<file path="config.mk">
export PLATFORM = sky130hd
export DESIGN_NAME = fault_warning_reporting
export DESIGN_NICKNAME = d
export VERILOG_FILES = /design/src/fault_warning_reporting.v /design/src/input_sync3.v /design/src/status_flag.v
export VERILOG_INCLUDE_DIRS = /design/src /design/src/src
export SDC_FILE = /design/constraint.sdc
export NUM_CORES = 1
export LEC_CHECK = 0
export BUFFER_PORTS_ARGS = -buffer_cell sky130_fd_sc_hd__buf_2
export CAP_MARGIN = 20
export CORE_AREA = 8 8 86 88
export CTS_CLUSTER_DIAMETER = 120
export DETAILED_ROUTE_END_ITERATION = 6
export DIE_AREA = 0 0 94 96
export PLACE_DENSITY_LB_ADDON = 0.08
export SETUP_SLACK_MARGIN = 0.02
export SLEW_MARGIN = 15
export SYNTH_ARGS = -nofsm -noshare
export SYNTH_HDL_FRONTEND = slang
export SYNTH_SLANG_ARGS = --single-unit
</file>
<file path="constraint.sdc">
create_clock -name sys_clk -period 2.7 [get_ports sys_clk]
set_input_delay 0.54 -clock sys_clk [delete_from_list [all_inputs] [get_ports sys_clk]]
set_output_delay 0.54 -clock sys_clk [all_outputs]
set_load 0.02 [all_outputs]
</file>
<file path="src/fault_defs.vh">
// offsets, field positions and reset values of the fault and warning block
//
// Contract
// - thermal shutdown sets status-two bit 0 and puts class-D outputs in hi-z
// - with auto-recovery, outputs resume once the shutdown condition is gone
// - shutdown flag stays 1 until software writes 1 to clear bit 7
// - an unmasked shutdown flag asserts the shared fault pin
// - limit faults: right in status-two bit 2, left in bit 1, read-only
// - current-limit warnings: left in warning bit 5, right bit 4, read-only
// - four thermal warning levels in warning bits 0 to 3, read-only
// - pin-mask register bits set to 1 keep their fault off the pin
// - pin-mask bit 2 masks both power-supply under- and over-voltage
// - latch-control bits 7 to 3 enable latching; register resets to F8
// - latch-control bits 2..0 mask thermal warn, limit warn, limit fault
// - misc bit 7 holds clock-detect status when 1; resets to 0
// - misc bit 4 enables thermal shutdown auto-recovery; resets to 0
// - writing 1 to bit 7 at offset 78 clears latched faults; write-only
`ifndef FAULT_DEFS_VH
`define FAULT_DEFS_VH

`define ADDR_STATUS_TWO      8'h72
`define ADDR_WARNING_FLAGS   8'h73
`define ADDR_PIN_MASK        8'h74
`define ADDR_LATCH_CTRL      8'h75
`define ADDR_MISC_CTRL       8'h76
`define ADDR_LIMIT_CTRL      8'h77
`define ADDR_FAULT_CLEAR     8'h78

`define RST_PIN_MASK         8'h00
`define RST_LATCH_CTRL       8'hF8
`define RST_MISC_CTRL        8'h00
`define RST_LIMIT_CTRL       8'h00

`define PIN_MASK_USED        8'hF7
`define MISC_CTRL_USED       8'h90
`define LIMIT_CTRL_USED      8'h07

`define BIT_CLEAR            7
`define BIT_MISC_DET_HOLD    7
`define BIT_MISC_AUTO_REC    4
`define BIT_LIM_EN           2
`define BIT_LIM_WARN_EN      1
`define BIT_LIM_FAULT_EN     0
`define BIT_LAT_LIM_FAULT    7
`define BIT_LAT_LIM_WARN     6
`define BIT_LAT_CLOCK        5
`define BIT_LAT_SHUTDOWN     4
`define BIT_LAT_THERM_WARN   3
`define BIT_MSK_THERM_WARN   2
`define BIT_MSK_LIM_WARN     1
`define BIT_MSK_LIM_FAULT    0
`define BIT_MSK_SHUTDOWN     7
`define BIT_MSK_CORE_UNDER   6
`define BIT_MSK_CORE_OVER    5
`define BIT_MSK_CLOCK        4
`define BIT_MSK_POWER_VOLT   2
`define BIT_MSK_DC           1
`define BIT_MSK_OC           0

`endif

</file>
<file path="src/fault_warning_reporting.v">
// fault and warning flags, fault pin masking and latch control registers
`timescale 1ns/1ps
`default_nettype none
`include "fault_defs.vh"
module fault_warning_reporting (
   // clock and reset
   input  wire       sys_clk,
   input  wire       arst_n,
   // register port from the control interface
   input  wire [7:0] reg_addr,
   input  wire       reg_wr_en,
   input  wire [7:0] reg_wdata,
   input  wire       reg_rd_en,
   output reg  [7:0] reg_rdata,
   // analog detectors, asynchronous levels
   input  wire       thermal_shutdown_det,
   input  wire [3:0] thermal_warn_det,
   input  wire       left_limit_fault_det,
   input  wire       right_limit_fault_det,
   input  wire       left_limit_warn_det,
   input  wire       right_limit_warn_det,
   input  wire       clock_error_det,
   input  wire       clock_detect_det,
   // flags of other fault registers, same clock
   input  wire       core_supply_under,
   input  wire       core_supply_over,
   input  wire       power_supply_under,
   input  wire       power_supply_over,
   input  wire       dc_offset_fault,
   input  wire       overcurrent_fault,
   // outputs
   output reg        fault_pin_n,
   output reg        output_stage_hiz,
   output reg        analog_fault_clear,
   output wire       current_limit_enable,
   output wire       clock_error_flag,
   output wire       clock_detect_status
);
   // control registers
   reg  [7:0] fault_pin_mask_primary;
   reg  [7:0] latch_and_mask_control;
   reg  [7:0] misc_protection_control;
   reg  [7:0] current_limit_control;

   // synchronised detector levels
   wire [3:0] thermal_warn_live;
   wire       thermal_shutdown_live;
   wire       left_fault_live;
   wire       right_fault_live;
   wire       left_warn_live;
   wire       right_warn_live;
   wire       clock_error_live;
   wire       clock_detect_live;

   // flags
   wire       thermal_shutdown_flag;
   wire [3:0] thermal_warn_flags;
   wire [1:0] limit_fault_flags;
   wire [1:0] limit_warn_flags;
   wire       clock_detect_held;

   wire       clear_pulse;
   wire       current_limit_warning_enable;
   wire       current_limit_fault_enable;
   wire       thermal_auto_recovery_enable;
   wire       clock_detect_hold;
   wire [7:0] global_fault_status_two;
   wire [7:0] warning_flags;
   wire       any_fault;
   reg  [7:0] next_rdata;

   // named register fields, so masks and latches read as they are meant
   wire       thermal_shutdown_pin_mask;
   wire       core_supply_under_mask;
   wire       core_supply_over_mask;
   wire       clock_error_pin_mask;
   wire       power_supply_volt_mask;
   wire       dc_offset_pin_mask;
   wire       overcurrent_pin_mask;
   wire       thermal_warning_pin_mask;
   wire       limit_warning_pin_mask;
   wire       limit_fault_pin_mask;
   wire       limit_fault_latch_enable;
   wire       limit_warning_latch_enable;
   wire       clock_error_latch_enable;
   wire       thermal_shutdown_latch_enable;
   wire       thermal_warning_latch_enable;

   // one report term per source; the fault pin is their or
   wire       report_shutdown;
   wire       report_core_under;
   wire       report_core_over;
   wire       report_clock;
   wire       report_power;
   wire       report_dc;
   wire       report_overcurrent;
   wire       report_therm_warn;
   wire       report_limit_warn;
   wire       report_limit_fault;

   function hit;
      input [7:0] addr;
      input [7:0] target;
      begin
         hit = (addr == target);
      end
   endfunction

   // a write strobe aimed at one offset
   function write_hit;
      input       wr_en;
      input [7:0] addr;
      input [7:0] target;
      begin
         write_hit = wr_en & hit(addr, target);
      end
   endfunction

   input_sync3 #(.WIDTH(11)) u_sync (
      .sys_clk  (sys_clk),
      .arst_n   (arst_n),
      .async_in ({thermal_shutdown_det, thermal_warn_det,
                  left_limit_fault_det, right_limit_fault_det,
                  left_limit_warn_det, right_limit_warn_det,
                  clock_error_det, clock_detect_det}),
      .sync_out ({thermal_shutdown_live, thermal_warn_live,
                  left_fault_live, right_fault_live,
                  left_warn_live, right_warn_live,
                  clock_error_live, clock_detect_live})
   );

   // register writes; reserved bits are never stored
   always @(posedge sys_clk or negedge arst_n) begin
      if (!arst_n) begin
         fault_pin_mask_primary <= `RST_PIN_MASK;
      end else if (write_hit(reg_wr_en, reg_addr, `ADDR_PIN_MASK)) begin
         fault_pin_mask_primary <= reg_wdata & `PIN_MASK_USED;
      end
   end

   always @(posedge sys_clk or negedge arst_n) begin
      if (!arst_n) begin
         latch_and_mask_control <= `RST_LATCH_CTRL;
      end else if (write_hit(reg_wr_en, reg_addr, `ADDR_LATCH_CTRL)) begin
         latch_and_mask_control <= reg_wdata;
      end
   end

   always @(posedge sys_clk or negedge arst_n) begin
      if (!arst_n) begin
         misc_protection_control <= `RST_MISC_CTRL;
      end else if (write_hit(reg_wr_en, reg_addr, `ADDR_MISC_CTRL)) begin
         misc_protection_control <= reg_wdata & `MISC_CTRL_USED;
      end
   end

   always @(posedge sys_clk or negedge arst_n) begin
      if (!arst_n) begin
         current_limit_control <= `RST_LIMIT_CTRL;
      end else if (write_hit(reg_wr_en, reg_addr, `ADDR_LIMIT_CTRL)) begin
         current_limit_control <= reg_wdata & `LIMIT_CTRL_USED;
      end
   end

   // clear acts on the write only and is never stored
   assign clear_pulse = write_hit(reg_wr_en, reg_addr, `ADDR_FAULT_CLEAR)
                        & reg_wdata[`BIT_CLEAR];

   always @(posedge sys_clk or negedge arst_n) begin
      if (!arst_n) begin
         analog_fault_clear <= 1'b0;
      end else begin
         analog_fault_clear <= clear_pulse;
      end
   end

   assign current_limit_enable =
      current_limit_control[`BIT_LIM_EN];
   assign current_limit_warning_enable = current_limit_enable
      & current_limit_control[`BIT_LIM_WARN_EN];
   assign current_limit_fault_enable = current_limit_enable
      & current_limit_control[`BIT_LIM_FAULT_EN];
   assign thermal_auto_recovery_enable =
      misc_protection_control[`BIT_MISC_AUTO_REC];
   assign clock_detect_hold =
      misc_protection_control[`BIT_MISC_DET_HOLD];

   assign thermal_shutdown_pin_mask =
      fault_pin_mask_primary[`BIT_MSK_SHUTDOWN];
   assign core_supply_under_mask =
      fault_pin_mask_primary[`BIT_MSK_CORE_UNDER];
   assign core_supply_over_mask =
      fault_pin_mask_primary[`BIT_MSK_CORE_OVER];
   assign clock_error_pin_mask =
      fault_pin_mask_primary[`BIT_MSK_CLOCK];
   assign power_supply_volt_mask =
      fault_pin_mask_primary[`BIT_MSK_POWER_VOLT];
   assign dc_offset_pin_mask =
      fault_pin_mask_primary[`BIT_MSK_DC];
   assign overcurrent_pin_mask =
      fault_pin_mask_primary[`BIT_MSK_OC];
   assign thermal_warning_pin_mask =
      latch_and_mask_control[`BIT_MSK_THERM_WARN];
   assign limit_warning_pin_mask =
      latch_and_mask_control[`BIT_MSK_LIM_WARN];
   assign limit_fault_pin_mask =
      latch_and_mask_control[`BIT_MSK_LIM_FAULT];
   assign limit_fault_latch_enable =
      latch_and_mask_control[`BIT_LAT_LIM_FAULT];
   assign limit_warning_latch_enable =
      latch_and_mask_control[`BIT_LAT_LIM_WARN];
   assign clock_error_latch_enable =
      latch_and_mask_control[`BIT_LAT_CLOCK];
   assign thermal_shutdown_latch_enable =
      latch_and_mask_control[`BIT_LAT_SHUTDOWN];
   assign thermal_warning_latch_enable =
      latch_and_mask_control[`BIT_LAT_THERM_WARN];

   status_flag #(.WIDTH(1)) u_shutdown (
      .sys_clk  (sys_clk),
      .arst_n   (arst_n),
      .latch_en (thermal_shutdown_latch_enable),
      .clear    (clear_pulse),
      .live     (thermal_shutdown_live),
      .flag     (thermal_shutdown_flag)
   );

   status_flag #(.WIDTH(4)) u_therm_warn (
      .sys_clk  (sys_clk),
      .arst_n   (arst_n),
      .latch_en (thermal_warning_latch_enable),
      .clear    (clear_pulse),
      .live     (thermal_warn_live),
      .flag     (thermal_warn_flags)
   );

   // index 1 is right, index 0 is left
   status_flag #(.WIDTH(2)) u_limit_fault (
      .sys_clk  (sys_clk),
      .arst_n   (arst_n),
      .latch_en (limit_fault_latch_enable),
      .clear    (clear_pulse),
      .live     ({right_fault_live, left_fault_live}
                 & {2{current_limit_fault_enable}}),
      .flag     (limit_fault_flags)
   );

   // index 1 is left, index 0 is right
   status_flag #(.WIDTH(2)) u_limit_warn (
      .sys_clk  (sys_clk),
      .arst_n   (arst_n),
      .latch_en (limit_warning_latch_enable),
      .clear    (clear_pulse),
      .live     ({left_warn_live, right_warn_live}
                 & {2{current_limit_warning_enable}}),
      .flag     (limit_warn_flags)
   );

   status_flag #(.WIDTH(1)) u_clock_error (
      .sys_clk  (sys_clk),
      .arst_n   (arst_n),
      .latch_en (clock_error_latch_enable),
      .clear    (clear_pulse),
      .live     (clock_error_live),
      .flag     (clock_error_flag)
   );

   status_flag #(.WIDTH(1)) u_clock_detect (
      .sys_clk  (sys_clk),
      .arst_n   (arst_n),
      .latch_en (clock_detect_hold),
      .clear    (clear_pulse),
      .live     (clock_detect_live),
      .flag     (clock_detect_held)
   );

   assign clock_detect_status = clock_detect_held;

   // without auto-recovery the stage stays off until a clear, even after
   // the die has cooled, so a hot part is not cycled on and off by itself
   always @(posedge sys_clk or negedge arst_n) begin
      if (!arst_n) begin
         output_stage_hiz <= 1'b0;
      end else if (thermal_shutdown_live) begin
         output_stage_hiz <= 1'b1;
      end else if (thermal_auto_recovery_enable) begin
         output_stage_hiz <= 1'b0;
      end else if (clear_pulse) begin
         output_stage_hiz <= 1'b0;
      end
   end

   assign global_fault_status_two = {5'h00, limit_fault_flags,
                                     thermal_shutdown_flag};
   assign warning_flags = {2'h0, limit_warn_flags,
                           thermal_warn_flags};

   assign report_shutdown =
      thermal_shutdown_flag & ~thermal_shutdown_pin_mask;
   assign report_core_under =
      core_supply_under & ~core_supply_under_mask;
   assign report_core_over =
      core_supply_over & ~core_supply_over_mask;
   assign report_clock =
      clock_error_flag & ~clock_error_pin_mask;
   assign report_power = (power_supply_under | power_supply_over)
      & ~power_supply_volt_mask;
   assign report_dc =
      dc_offset_fault & ~dc_offset_pin_mask;
   assign report_overcurrent =
      overcurrent_fault & ~overcurrent_pin_mask;
   assign report_therm_warn =
      (|thermal_warn_flags) & ~thermal_warning_pin_mask;
   assign report_limit_warn =
      (|limit_warn_flags) & ~limit_warning_pin_mask;
   assign report_limit_fault =
      (|limit_fault_flags) & ~limit_fault_pin_mask;

   assign any_fault = report_shutdown | report_core_under | report_core_over
      | report_clock | report_power | report_dc | report_overcurrent
      | report_therm_warn | report_limit_warn | report_limit_fault;

   // pin is active low so an unpowered pull-up reads as no fault
   always @(posedge sys_clk or negedge arst_n) begin
      if (!arst_n) begin
         fault_pin_n <= 1'b1;
      end else begin
         fault_pin_n <= ~any_fault;
      end
   end

   always @* begin
      next_rdata = 8'h00;
      case (reg_addr)
         `ADDR_STATUS_TWO:    next_rdata = global_fault_status_two;
         `ADDR_WARNING_FLAGS: next_rdata = warning_flags;
         `ADDR_PIN_MASK:      next_rdata = fault_pin_mask_primary;
         `ADDR_LATCH_CTRL:    next_rdata = latch_and_mask_control;
         `ADDR_MISC_CTRL:     next_rdata = misc_protection_control;
         `ADDR_LIMIT_CTRL:    next_rdata = current_limit_control;
         default:             next_rdata = 8'h00;
      endcase
   end

   always @(posedge sys_clk or negedge arst_n) begin
      if (!arst_n) begin
         reg_rdata <= 8'h00;
      end else if (reg_rd_en) begin
         reg_rdata <= next_rdata;
      end
   end
endmodule // fault_warning_reporting
`default_nettype wire

</file>
<file path="src/input_sync3.v">
// three-stage synchroniser for detector levels from outside the clock domain
`timescale 1ns/1ps
`default_nettype none
module input_sync3 #(
   parameter WIDTH = 1
) (
   // clock and reset
   input  wire             sys_clk,
   input  wire             arst_n,
   // levels
   input  wire [WIDTH-1:0] async_in,
   output reg  [WIDTH-1:0] sync_out
);
   reg [WIDTH-1:0] stage1;
   reg [WIDTH-1:0] stage2;
   reg [WIDTH-1:0] stage3;

   // a bit changes only once stages two and three agree, hiding glitches
   always @(posedge sys_clk or negedge arst_n) begin
      if (!arst_n) begin
         stage1   <= {WIDTH{1'b0}};
         stage2   <= {WIDTH{1'b0}};
         stage3   <= {WIDTH{1'b0}};
         sync_out <= {WIDTH{1'b0}};
      end else begin
         stage1   <= async_in;
         stage2   <= stage1;
         stage3   <= stage2;
         sync_out <= (stage2 & stage3) | (sync_out & (stage2 ^ stage3));
      end
   end
endmodule // input_sync3
`default_nettype wire

</file>
<file path="src/status_flag.v">
// status flags that either hold until cleared or follow the live condition
`timescale 1ns/1ps
`default_nettype none
module status_flag #(
   parameter WIDTH = 1
) (
   // clock and reset
   input  wire             sys_clk,
   input  wire             arst_n,
   // control
   input  wire             latch_en,
   input  wire             clear,
   // condition and flag
   input  wire [WIDTH-1:0] live,
   output reg  [WIDTH-1:0] flag
);
   wire [WIDTH-1:0] next_flag;

   // a live condition always sets, so a clear in the same cycle loses
   assign next_flag = live | ({WIDTH{latch_en & ~clear}} & flag);

   always @(posedge sys_clk or negedge arst_n) begin
      if (!arst_n) begin
         flag <= {WIDTH{1'b0}};
      end else begin
         flag <= next_flag;
      end
   end
endmodule // status_flag
`default_nettype wire

</file>
==> flow_summary.toml <==
[run_status]
status = "finished, final reports clean"

[timing]
period_needed_ns = 1.724
fin_skew_ns = 0.009123
maxSlewViolCount = 0
max_freq_mhz = 580.0
finalHoldViolations = 0
maxSlewHeadroom_pct = 63.51
fin_tns_setup_ns = 0
tightest_slew_ns = 0.5473
rsz0062_at_grt = "false"
fin_crit_sh_pct = 63.85
setup_ws_ns = 0.9759
setup_violations = 0

[setup_path]
crit-reg2reg-launch = "misc_protection_control[4]$_DFFE_PN0P_"
cp_cell_sequence = "buf_2 -> and4b_1 -> nand3_1 -> a32o_1"
start_kind = "input port"
crit_path_top_delay_cell = "nand3_1"
ff2ff_setup_slack_ns = 1.40
crit_arrival_ns = 1.95
path_max_fanout = 12
required_ns = 2.92
max_stage_delay_ns = 0.45
crit_type = "in -> reg"
worstSetupEndpointType = "flip-flop"
critPathBufInv = 1
reg2reg_to = "reg_rdata[4]$_DFFE_PN0P_"
r2r_cells = 3
critPathTopFamily = "simple AND/OR/NAND/NOR gates"

[clock_tree]
clkLatencyLatePin_ns = 0.34
cts_tree = "done"
clockBufferDepth = 2
ctsHoldBuffers = 0
clock-sinks = 86
clkTransAtPathRegs_ns = 0.09
cts_resized = 0
post-cts-setup-buffer-count = 0
htreeDepth = 3
cts_root_buffer = "clkbuf_8"
cts_buffers = 9

[floorplan]
die_w_um = 94
rows = 29
ios = 51
core_region_area_sq_um = 6096
start_util_pct = 55.19
fp.dieH_um = 96
dieArea_sq_um = 9024

[yosys]
synth-main-ff-cell = "dfrtp_1"
yosys_register_bits = 86
postSynthCellCount = 232
synth_fp_nets = 280
synth_warnings = 0
yosysTopAreaCellShare_pct = 59.50
yosys.area.top_type = "dfrtp_1"
async_flop_share_pct = 100.0
syn_area_per_cell_sq_um = 14.50
synth_edf_count = 0
synth.distinct_cells = 44
synthTopCellsByArea = "dfrtp_1 60%, mux2_2 8.0%, dfstp_2 4.7%"
synth.cell_area_sq_um = 3364
synth-seq-area-share_pct = 64.19

[layout]
drive_gt1_share_pct = 38.57
design_area_sq_um = 3885
num_antenna_cells = 0
multi_input_area_sq_um = 1135
area_growth_syn_to_layout_pct = 15.47
regArea_sq_um = 2160
final_core_util_pct = 63.73
nets = 336
fillers = 500

[drt]
vias = 2056
first_pass_iters = 4
avgRoutedWirePerCell_um = 17.41
wl_um = 6442
dr.first_iter.drc_count = 56
ant_nets = 0
drc_errors = 0
via_per_inst = 5.557

[place]
gp_congestion = 0.8144
io_buffers = 50
dp_slack_ns = 0.6034
dpl_cell_area_sq_um = 3692
dp_hpwl_um = 4719

[job]
max_cap_violations = 0

[grt]
grt_pass1_wl_um = 10940
grt_antenna_before_repair = 0
first_global_vias = 2228
grt_overflow = 0
grt_max_degree = 45
grt_usage_pct = 15.71

[power]
pwr_density_cell_nw_per_um2 = 627.0
vdd_ir_drop_max_mv = 0.4107
leakage_nw = 1.921

[min_path]
hold_class = "in -> async"
==> power by group <==
part,switching [mW],internal [mW]
combinational,0.0948,0.0895
clock,0.452,0.391
sequential,0.0465,1.36
==> worst max path at each step <==
| stage | start | endpoint | slack, ns | depth (start not counted) |
|---|---|---|---|---|
| 5_1_grt | reg_addr[7] | u_limit_warn.flag[0]$_DFF_PN0_ | 0.85 | 4 |
| 4_1_cts | reg_addr[7] | u_limit_fault.flag[0]$_DFF_PN0_ | 0.97 | 4 |
| 3_3_place_gp | reg_addr[7] | u_limit_fault.flag[1]$_DFF_PN0_ | 0.65 | 4 |
| 6_report | reg_addr[7] | u_limit_fault.flag[0]$_DFF_PN0_ | 0.98 | 4 |
| 2_1_floorplan | reg_addr[7] | latch_and_mask_control[0]$_DFFE_PN0P_ | 1.09 | 3 |
| 3_5_place_dp | reg_addr[7] | u_limit_warn.flag[0]$_DFF_PN0_ | 0.60 | 4 |
==> metal layers <==
layer / share of wire [%] / global-route usage (%) / vias to the layer above / wire (um)
met4: 1.1 / 5.945 / 0 / 71
met5: 0 / 0 / - / 0
met1: 47 / 20.91 / 1028 / 3038
li1: - / - / 971 / -
met3: 5.1 / 3.744 / 9 / 328
met2: 47 / 24.50 / 48 / 3004
==> cells in the final DEF, fill, tap and decap left out, drive strengths merged, types with 3 or more instances in the layout <==
| cell type | netlist | layout |
|---|---|---|
| clkbuf | 2 | 11 |
| a31o | 8 | 8 |
| and3b | 3 | 3 |
| nor2 | 6 | 6 |
| inv | 7 | 8 |
| nand2b | 8 | 8 |
| a32o | 4 | 4 |
| dfstp | 6 | 6 |
| and4b | 4 | 4 |
| a22oi | 3 | 3 |
| nor2b | 3 | 3 |
| mux2 | 27 | 27 |
| ha | 11 | 11 |
| nand2 | 5 | 5 |
| a21o | 11 | 11 |
| buf | 6 | 53 |
| o221ai | 4 | 4 |
| nand3 | 3 | 3 |
| dfrtp | 80 | 80 |
==> worst reg2reg max path, stage by stage, from the launching register on <==
cell and delay [ns]:
dfrtp_1 0.41, mux2_2 0.28, a311oi_1 0.37, o32ai_1 0.13
==> cell usage after synthesis, types with 3 or more instances <==
cell type and instances:
dfrtp_1 80, mux2_2 24, a21o_1 11, ha_1 11
a31o_2 8, nand2b_1 8, inv_1 7, dfstp_2 6
nor2_1 6, nand2_1 5, a32o_1 4, and4b_1 4
buf_2 4, o221ai_1 4, a22oi_1 3, and3b_1 3
mux2_1 3, nor2b_1 3
==> state kept, by name, summed over array words and instances (netlist names), 2 cells and up <==
signal and cells:
u_sync.stage1 11, latch_and_mask_control 8, u_limit_warn.flag 2, current_limit_control 3
u_therm_warn.flag 4, u_sync.sync_out 11, fault_pin_mask_primary 7, reg_rdata 8
u_sync.stage2 11, u_limit_fault.flag 2, misc_protection_control 2, u_sync.stage3 11
==> cells by family (layout without fill, tap and decap cells) <==
family                     after synthesis  count (layout)  share of synthesized area [%]
adders and majority gates               11              11                          4.091
muxes                                   29              29                          9.632
DFF                                     86              86                          64.19
and+or+nand+nor                         48              48                          9.892
buffers and inverters                   15              76                          2.082
AOI/OAI and AO/OA                       43              43                          10.12
==> cell type report <==
cell class,instances,share of cell area (%)
Clock buffer,11,3.897
Clock inverter,5,1.063
Inverter,7,0.6763
Multi-Input combinational cell,131,29.21
Sequential cell,86,55.59
Tap cell,77,2.480
Timing Repair Buffer,53,7.085
==> per-stage QoR <==
step | power [mW] | cells | hold WS [ns]
floorplan | 1.524 | 232 | 0.2444
global placement | 1.614 | 354 | 0.3322
detailed placement | 1.622 | 354 | 0.3372
CTS | 2.469 | 370 | 0.1884
global route | 2.549 | 370 | 0.2100
finish | 2.436 | 370 | 0.1660
(Power assumes the default switching activity.)
